$ cat config.mk
export PLATFORM = sky130hd
export DESIGN_NAME = flash_status_host
export DESIGN_NICKNAME = d
export VERILOG_FILES = /design/src/logic/flash_bus_cycle.v /design/src/logic/flash_status_host.v
export VERILOG_INCLUDE_DIRS = /design/src /design/src/logic
export SDC_FILE = /design/constraint.sdc
export NUM_CORES = 1
export LEC_CHECK = 0
export BUFFER_PORTS_ARGS = -buffer_cell sky130_fd_sc_hd__buf_2
export CAP_MARGIN = 5
export CORE_AREA = 2 2 178 180
export DETAILED_ROUTE_END_ITERATION = 7
export DIE_AREA = 0 0 180 182
export HOLD_SLACK_MARGIN = 0.03
export SETUP_SLACK_MARGIN = 0.1
export SKIP_CTS_REPAIR_TIMING = 1
export SLEW_MARGIN = 0
export SYNTH_ARGS = -nofsm -noshare
export SYNTH_HDL_FRONTEND = slang
export SYNTH_SLANG_ARGS = --single-unit
export TNS_END_PERCENT = 30
$ cat constraint.sdc
create_clock -name clock -period 2.21 [get_ports clock]
set_input_delay 0.3315 -clock clock [delete_from_list [all_inputs] [get_ports clock]]
set_output_delay 0.3315 -clock clock [all_outputs]
set_load 0.02 [all_outputs]
$ cat src/logic/flash_status_regs.vh
`ifndef FLASH_STATUS_REGS_VH
`define FLASH_STATUS_REGS_VH

// ==========================================================
// Controller register offsets (byte addresses, APB)
`define REG_CMD_OFS        12'h000
`define REG_ADDR_OFS       12'h004
`define REG_WDATA_OFS      12'h008
`define REG_STATUS_OFS     12'h00C
`define REG_RDATA_OFS      12'h010

// ==========================================================
// Command codes written to the command register
`define CMD_NONE           3'h0
`define CMD_WRITE          3'h1
`define CMD_READ           3'h2
`define CMD_POLL           3'h3
`define CMD_POLL_ERASE     3'h4

// ==========================================================
// Status fields read back on the flash data pins
`define BIT_DATA_POLLING   7
`define BIT_FIRST_TOGGLE   6
`define BIT_TIMEOUT_ERROR  5
`define BIT_ERASE_TIMER    3
`define BIT_SECOND_TOGGLE  2
`define BIT_BUFFER_ABORT   1

// ==========================================================
// Controller status register fields
`define ST_BUSY            0
`define ST_DONE            1
`define ST_TIMEOUT         2
`define ST_ABORT           3
`define ST_ERASE_STARTED   4
`define ST_READY_PIN       5
`define ST_SECTOR_ERASING  6

// ==========================================================
// Bus cycle timing
`define CYCLE_NS           8
`define ACCESS_NS          120
`define ACCESS_CYCLES      ((`ACCESS_NS + `CYCLE_NS - 1) / `CYCLE_NS)
`define RESET_VAL_STATUS   32'h00000000

`endif

$ cat src/logic/flash_bus_cycle.v
`timescale 1ns/1ps
// ==========================================================
// One asynchronous flash bus cycle: read or write strobe
`include "flash_status_regs.vh"

module flash_bus_cycle (
    // Clock and reset
    input  wire        clock,
    input  wire        rst,
    // Request
    input  wire        start,
    input  wire        write,
    input  wire [22:0] addr,
    input  wire [15:0] wdata,
    output wire        done,
    output reg  [15:0] rdata,
    // Flash pins
    output reg  [22:0] flash_addr,
    output reg         flash_ce_n,
    output reg         flash_oe_n,
    output reg         flash_we_n,
    output reg  [15:0] flash_dq_out,
    output reg         flash_dq_oe,
    input  wire [15:0] flash_dq_in
);

    // Cycle count is cut to the counter width on purpose; it is far below 256
    localparam integer ACCESS_INT = `ACCESS_CYCLES;
    localparam [7:0]   ACCESS     = ACCESS_INT[7:0];

    reg  [7:0]  count;
    reg         active;
    reg  [15:0] dq_meta;
    reg  [15:0] dq_sync;
    reg         done_r;

    assign done = done_r;

    // Two-stage capture of the data pins
    always @(posedge clock) begin
        dq_meta <= flash_dq_in;
        dq_sync <= dq_meta;
    end

    // Strobe low for the access time plus two sync stages, then release
    always @(posedge clock) begin
        if (rst) begin
            count        <= 8'h00;
            active       <= 1'b0;
            done_r       <= 1'b0;
            rdata        <= 16'h0000;
            flash_addr   <= 23'h000000;
            flash_ce_n   <= 1'b1;
            flash_oe_n   <= 1'b1;
            flash_we_n   <= 1'b1;
            flash_dq_out <= 16'h0000;
            flash_dq_oe  <= 1'b0;
        end else begin
            done_r <= 1'b0;
            if (start && !active) begin
                active       <= 1'b1;
                count        <= 8'h00;
                flash_addr   <= addr;
                flash_ce_n   <= 1'b0;
                flash_oe_n   <= write;
                flash_we_n   <= !write;
                flash_dq_out <= wdata;
                flash_dq_oe  <= write;
            end else if (active) begin
                count <= count + 8'h01;
                if (count == ACCESS + 8'h02) begin
                    rdata      <= dq_sync;
                    flash_ce_n <= 1'b1;
                    flash_oe_n <= 1'b1;
                    flash_we_n <= 1'b1;
                end
                // One idle cycle keeps data held past the write strobe
                if (count == ACCESS + 8'h03) begin
                    flash_dq_oe <= 1'b0;
                    active      <= 1'b0;
                    done_r      <= 1'b1;
                end
            end
        end
    end

endmodule // flash_bus_cycle

$ cat src/logic/flash_status_host.v
`timescale 1ns/1ps
// Summary of operation
// - After timeout the host writes the reset command to return to reads.
// - Host issuing added sectors within 50 us may skip the timer check.
// - Host confirms acceptance by toggle bit before reading erase timer flag.
// - Host reads timer flag before and after each added sector erase.
// - Buffer abort flag set on aborted buffer write; host sends a plain reset, abort-reset unlock cycles are left to software.
// - Host polls status at the target address or an erasing sector.
// - Buffered program completion is polled at the last loaded address.
`include "flash_status_regs.vh"

module flash_status_host (
    // Clock and reset
    input  wire        clock,
    input  wire        rst,
    // APB slave
    input  wire        psel,
    input  wire        penable,
    input  wire        pwrite,
    input  wire [11:0] paddr,
    input  wire [31:0] pwdata,
    output reg  [31:0] prdata,
    output wire        pready,
    output wire        pslverr,
    // Flash pins
    output wire [22:0] flash_addr,
    output wire        flash_ce_n,
    output wire        flash_oe_n,
    output wire        flash_we_n,
    output wire [15:0] flash_dq_out,
    output wire        flash_dq_oe,
    input  wire [15:0] flash_dq_in,
    input  wire        ready_busy_output
);

    // ==========================================================
    // State codes
    localparam [2:0] S_IDLE   = 3'h0;
    localparam [2:0] S_CYCLE  = 3'h1;
    localparam [2:0] S_FIRST  = 3'h2;
    localparam [2:0] S_SECOND = 3'h3;
    localparam [2:0] S_RECHK  = 3'h4;
    localparam [2:0] S_RESET  = 3'h5;

    reg  [2:0]  state;
    reg  [2:0]  cmd;
    reg  [22:0] addr;
    reg  [15:0] wdata;
    reg  [15:0] rdata_hold;
    reg  [15:0] prev;
    reg         busy;
    reg         done_flag;
    reg         timeout;
    reg         aborted;
    reg         erase_started;
    reg         sector_erasing;
    reg         rb_meta;
    reg         rb_sync;
    reg         cyc_start;
    reg         cyc_write;
    reg  [22:0] cyc_addr;
    reg  [15:0] cyc_wdata;
    reg         rechk_timeout;

    wire        cyc_done;
    wire [15:0] cyc_rdata;
    wire        toggling;
    wire        wr_access;

    // ==========================================================
    // APB slave: zero-wait, unmapped reads return zero with an error
    assign pready    = 1'b1;
    assign wr_access = psel && penable && pwrite;
    assign pslverr   = psel && penable && (paddr > `REG_RDATA_OFS || paddr[1:0] != 2'h0);

    // Read mux
    always @* begin
        case (paddr)
            `REG_ADDR_OFS:   prdata = {9'h000, addr};
            `REG_WDATA_OFS:  prdata = {16'h0000, wdata};
            `REG_STATUS_OFS: prdata = {25'h0000000, sector_erasing, rb_sync, erase_started,
                                       aborted, timeout, done_flag, busy};
            `REG_RDATA_OFS:  prdata = {16'h0000, rdata_hold};
            default:         prdata = 32'h00000000;
        endcase
    end

    // Ready-busy pin is asynchronous to the clock
    always @(posedge clock) begin
        rb_meta <= ready_busy_output;
        rb_sync <= rb_meta;
    end

    // First toggle bit compared across two consecutive reads
    assign toggling = (prev[`BIT_FIRST_TOGGLE] != cyc_rdata[`BIT_FIRST_TOGGLE]);

    // ==========================================================
    // Sequencer: accepts a command only while idle, ignores writes when busy
    always @(posedge clock) begin
        if (rst) begin
            state          <= S_IDLE;
            cmd            <= `CMD_NONE;
            addr           <= 23'h000000;
            wdata          <= 16'h0000;
            rdata_hold     <= 16'h0000;
            prev           <= 16'h0000;
            busy           <= 1'b0;
            done_flag      <= 1'b0;
            timeout        <= 1'b0;
            aborted        <= 1'b0;
            erase_started  <= 1'b0;
            sector_erasing <= 1'b0;
            cyc_start      <= 1'b0;
            cyc_write      <= 1'b0;
            cyc_addr       <= 23'h000000;
            cyc_wdata      <= 16'h0000;
            rechk_timeout  <= 1'b0;
        end else begin
            cyc_start <= 1'b0;
            if (wr_access && !busy) begin
                if (paddr == `REG_ADDR_OFS)
                    addr <= pwdata[22:0];
                if (paddr == `REG_WDATA_OFS)
                    wdata <= pwdata[15:0];
            end
            case (state)
                S_IDLE: begin
                    if (wr_access && paddr == `REG_CMD_OFS && !busy && pwdata[2:0] != `CMD_NONE) begin
                        cmd       <= pwdata[2:0];
                        busy      <= 1'b1;
                        done_flag <= 1'b0;
                        timeout   <= 1'b0;
                        aborted   <= 1'b0;
                        cyc_start <= 1'b1;
                        cyc_write <= (pwdata[2:0] == `CMD_WRITE);
                        // Status is always polled at the software-given address
                        cyc_addr  <= addr;
                        cyc_wdata <= wdata;
                        state     <= (pwdata[2:0] == `CMD_WRITE || pwdata[2:0] == `CMD_READ)
                                     ? S_CYCLE : S_FIRST;
                    end
                end
                S_CYCLE: begin
                    if (cyc_done) begin
                        rdata_hold <= cyc_rdata;
                        busy       <= 1'b0;
                        done_flag  <= 1'b1;
                        state      <= S_IDLE;
                    end
                end
                S_FIRST: begin
                    // First of two back-to-back status reads
                    if (cyc_done) begin
                        prev      <= cyc_rdata;
                        cyc_start <= 1'b1;
                        state     <= S_SECOND;
                    end
                end
                S_SECOND: begin
                    if (cyc_done) begin
                        rdata_hold <= cyc_rdata;
                        // Erase timer read only after toggling shows acceptance
                        erase_started  <= cyc_rdata[`BIT_ERASE_TIMER] && toggling;
                        sector_erasing <= cyc_rdata[`BIT_SECOND_TOGGLE] != prev[`BIT_SECOND_TOGGLE];
                        if (!toggling) begin
                            busy      <= 1'b0;
                            done_flag <= 1'b1;
                            state     <= S_IDLE;
                        end else if (cmd == `CMD_POLL_ERASE) begin
                            // Single snapshot of erase window; software re-issues
                            busy      <= 1'b0;
                            done_flag <= 1'b1;
                            state     <= S_IDLE;
                        end else if (cyc_rdata[`BIT_TIMEOUT_ERROR] || cyc_rdata[`BIT_BUFFER_ABORT]) begin
                            // Toggle may stop as the flag rises; look once more
                            prev          <= cyc_rdata;
                            rechk_timeout <= cyc_rdata[`BIT_TIMEOUT_ERROR];
                            cyc_start     <= 1'b1;
                            state         <= S_RECHK;
                        end else begin
                            prev      <= cyc_rdata;
                            cyc_start <= 1'b1;
                        end
                    end
                end
                S_RECHK: begin
                    if (cyc_done) begin
                        rdata_hold <= cyc_rdata;
                        if (!toggling) begin
                            busy      <= 1'b0;
                            done_flag <= 1'b1;
                            state     <= S_IDLE;
                        end else begin
                            // Failed: write the recovery command
                            timeout   <= rechk_timeout;
                            aborted   <= !rechk_timeout;
                            cyc_start <= 1'b1;
                            cyc_write <= 1'b1;
                            cyc_wdata <= 16'h00F0;
                            state     <= S_RESET;
                        end
                    end
                end
                S_RESET: begin
                    // Only a plain reset is issued; abort-reset unlock cycles are left to software
                    if (cyc_done) begin
                        busy      <= 1'b0;
                        done_flag <= 1'b1;
                        state     <= S_IDLE;
                    end
                end
                default: begin
                    state <= S_IDLE;
                end
            endcase
        end
    end

    // ==========================================================
    // Single bus cycle engine
    flash_bus_cycle u_cycle (
        .clock        (clock),
        .rst          (rst),
        .start        (cyc_start),
        .write        (cyc_write),
        .addr         (cyc_addr),
        .wdata        (cyc_wdata),
        .done         (cyc_done),
        .rdata        (cyc_rdata),
        .flash_addr   (flash_addr),
        .flash_ce_n   (flash_ce_n),
        .flash_oe_n   (flash_oe_n),
        .flash_we_n   (flash_we_n),
        .flash_dq_out (flash_dq_out),
        .flash_dq_oe  (flash_dq_oe),
        .flash_dq_in  (flash_dq_in)
    );

endmodule // flash_status_host

==> results.md <==
* Die Footprint at 0.03276 mm^2
* CTS Buf Count at 24
* VDD IR max at 0.0004860 V
* Initial antenna violation count at 1
* Final wirelength at 22350 um
* Seq/Total Area, Yosys at 53.94%
* Dpl hpwl at 16010 um
* Final Slew Violations at 0
* Total track usage at 12.97%
* Gpl congestion at 0.8333
* Arrival time worst endpoint at 1.87 ns
* Synth area leader: dfxtp_1
* Synth warn at 0
* Layout cell share with drive strength beyond 1 at 20.75%
* Final WS setup at 0.004628 ns
* Grt ovf at 0
* Clk Tree Root Cell: clkbuf_16
* Fmax achieved at 0.4534 GHz
* Max_cap viols at 0
* Global-route wire length before repair at 34650 um
* Initial core utilization at 25.63%
* Prevailing post-synth register cell: dfxtp_1
* WP data required at 1.88 ns
* CTS H-tree depth at 1
* Sink Count at 214
* Crit. End Element: primary output
* Max incr delay on CP at 0.57 ns
* Antenna Nets Post-Route at 0
* DR vias at 6857
* Reg2reg setup slack at 0.31 ns
* DRT Pass-1 Iters at 7
* Final Critical Period at 2.205 ns
* DRT iter0 DRCs at 489
* Most used cell along the critical path: buf_12
* Ys async rst share at 0%
* Pwr Density at 779.8 mW/mm^2
* Critical path class: input port to primary output
* Final clock skew at 0.02923 ns
* Worst-path maximum fanout at 5
* # IOs at 143
* Avg Inst Size Synth at 8.326 um^2
* Least-Margin Pin Slew at 0.5943 ns
* Yosys cell types at 52
* Leakage at 3.891 nW
* Most frequent cells after synthesis: nand2_1 (308), dfxtp_1 (214), a21oi_1 (157), clkbuf_1 (39), nor2_1 (21)
* TritonCTS clock tree: yes
* Hold Fails Final Rpt at 0
* Relative slew slack at 60.20%
* Drt drc at 0
* Post-synth EDFFs at 0
* Final std cells w/o fill at 1516
* Drt wl/cell at 14.74 um
* Final worst path period share at 99.79%
* # nets final at 1164
* Rows at 65
* Critical Path Source Type: input port
* RSZ-0062 raised after global routing: yes
* Longest Clk Path Bufs at 3
* Core area at 0.03099 mm^2
* Top-count cell post-synth: nand2_1
* Post-synthesis cell count at 954
* # setup viols final at 0
* Via density at 4.523
* Crit path max-delay family: simple AND/OR/NAND/NOR gates
* Crit-path cells: buf_8, or4b_4, nor3_4, buf_12, buf_12, a222oi_1, inv_1, buf_6
* Area growth, synth to finish at 30.67%
* Inst Count DP at 1452
* Mapped Area at 0.007943 mm^2
* Top cells by area, synth: dfxtp_1 (54%), nand2_1 (15%), a21oi_1 (9.9%)
* Status: finished clean
* Overall power at 0.008093 W
* Setup TNS at 0 ns
* Dpl ws at -0.05593 ns
* Buf/Inv on CP at 5
* Synth top area share at 53.94%
* Buffers on Ports at 123
* Die extent in y at 182 um
* Number of global-route vias before repair at 6357
* HP Class: input port to flip-flop
* Clk_lat worst skew at 0.52 ns
* Largest net degree at the start of global routing at 62
* Clock transition at path regs at 0.06 ns
* Die width at 180 um
* Number of synthesized register bits at 214
* Slowest CP cell: or4b_4
==> worst register-to-register path, stage by stage, from the launching register on <==
cell and delay, ns:
dfxtp_1 0.60, or2_1 0.29, nor3_2 0.09, a21oi_2 0.38, buf_4 0.26, nand2_1 0.08, a21oi_1 0.11
==> cells in the final DEF, fill, tap and decap left out, types with 13 or more instances in the layout <==
master         count
nand2_1          308
buf_2             98
buf_4             36
nor2_1            20
nand3_1           19
buf_6             19
dfxtp_1          214
dlygate4sd3_1     17
clkbuf_16         25
nor3_1            17
a21oi_1          157
inv_1             13
==> path summary, 6_finish.rpt <==
kind | startpoint | to | cells after the start
worst max-delay path | paddr[3] | prdata[8] | 8
worst min-delay path | pwdata[21] | addr[21] | 3
worst max register to register | state[2] | cyc_wdata[10] | 6
worst min register to register | u_cycle.dq_meta[8] | u_cycle.dq_sync[8] | 0
==> cells by family after synthesis <==
family          count (synthesis)  synth area share [%]
xor+xnor                        9                0.9924
buf+inv                        88                 5.435
mux                            11                 1.402
compound gates                209                 14.62
flops                         214                 53.94
other cells                     2               0.09455
simple gates                  418                 23.05
fa+ha+maj                       3                0.4726
==> power by group <==
group / internal [W] / switching (W) / total (W) / leakage (nW)
sequential: 0.00389 / 0.00000795 / 0.00390 / 1.74
clock: 0.00238 / 0.00159 / 0.00397 / 0.397
combinational: 0.0000896 / 0.000132 / 0.000222 / 1.76
==> state kept, by name, indices dropped and copies added, names as in the netlist, 2 cells and up <==
| name | cells |
|---|---|
| u_cycle.dq_sync | 16 |
| cyc_addr | 23 |
| prev | 2 |
| u_cycle.dq_meta | 16 |
| addr | 23 |
| state | 3 |
| u_cycle.flash_dq_out | 16 |
| rdata_hold | 16 |
| cmd | 3 |
| u_cycle.count | 8 |
| u_cycle.flash_addr | 23 |
| u_cycle.rdata | 16 |
| cyc_wdata | 16 |
| wdata | 16 |
==> area by class of cell <==
type	instances	area, um^2
antenna	1	2.502
tap	402	503.0
timing repair buffer	182	1385
inverter	13	48.80
clock buffer	31	666.9
fill	3247	20610
clock inverter	13	137.6
sequential	214	4284
multi-input combinational	660	3351
==> per-layer routing <==
layer | routed length [um] | vias to the layer above | global-route usage (%)
met3 | 1000 | 39 | 2.046
met1 | 10270 | 3134 | 17.22
li1 | - | 3477 | -
met4 | 692 | 0 | 4.553
met2 | 10380 | 207 | 21.36
met5 | 0 | - | 0
==> per-stage QoR <==
| stage | hold slack (ns) | cell area, um^2 | utilization, % |
|---|---|---|---|
| CTS | -0.09496 | 9931 | 32.05 |
| detailed placement | 0.3121 | 9126 | 29.45 |
| global placement | 0.3140 | 9126 | 29.45 |
| floorplan | 0.3096 | 7973 | - |
| finish | 0.05651 | 10380 | 33.49 |
| global route | 0.04744 | 10380 | 33.49 |
(Power assumes the default switching activity.)
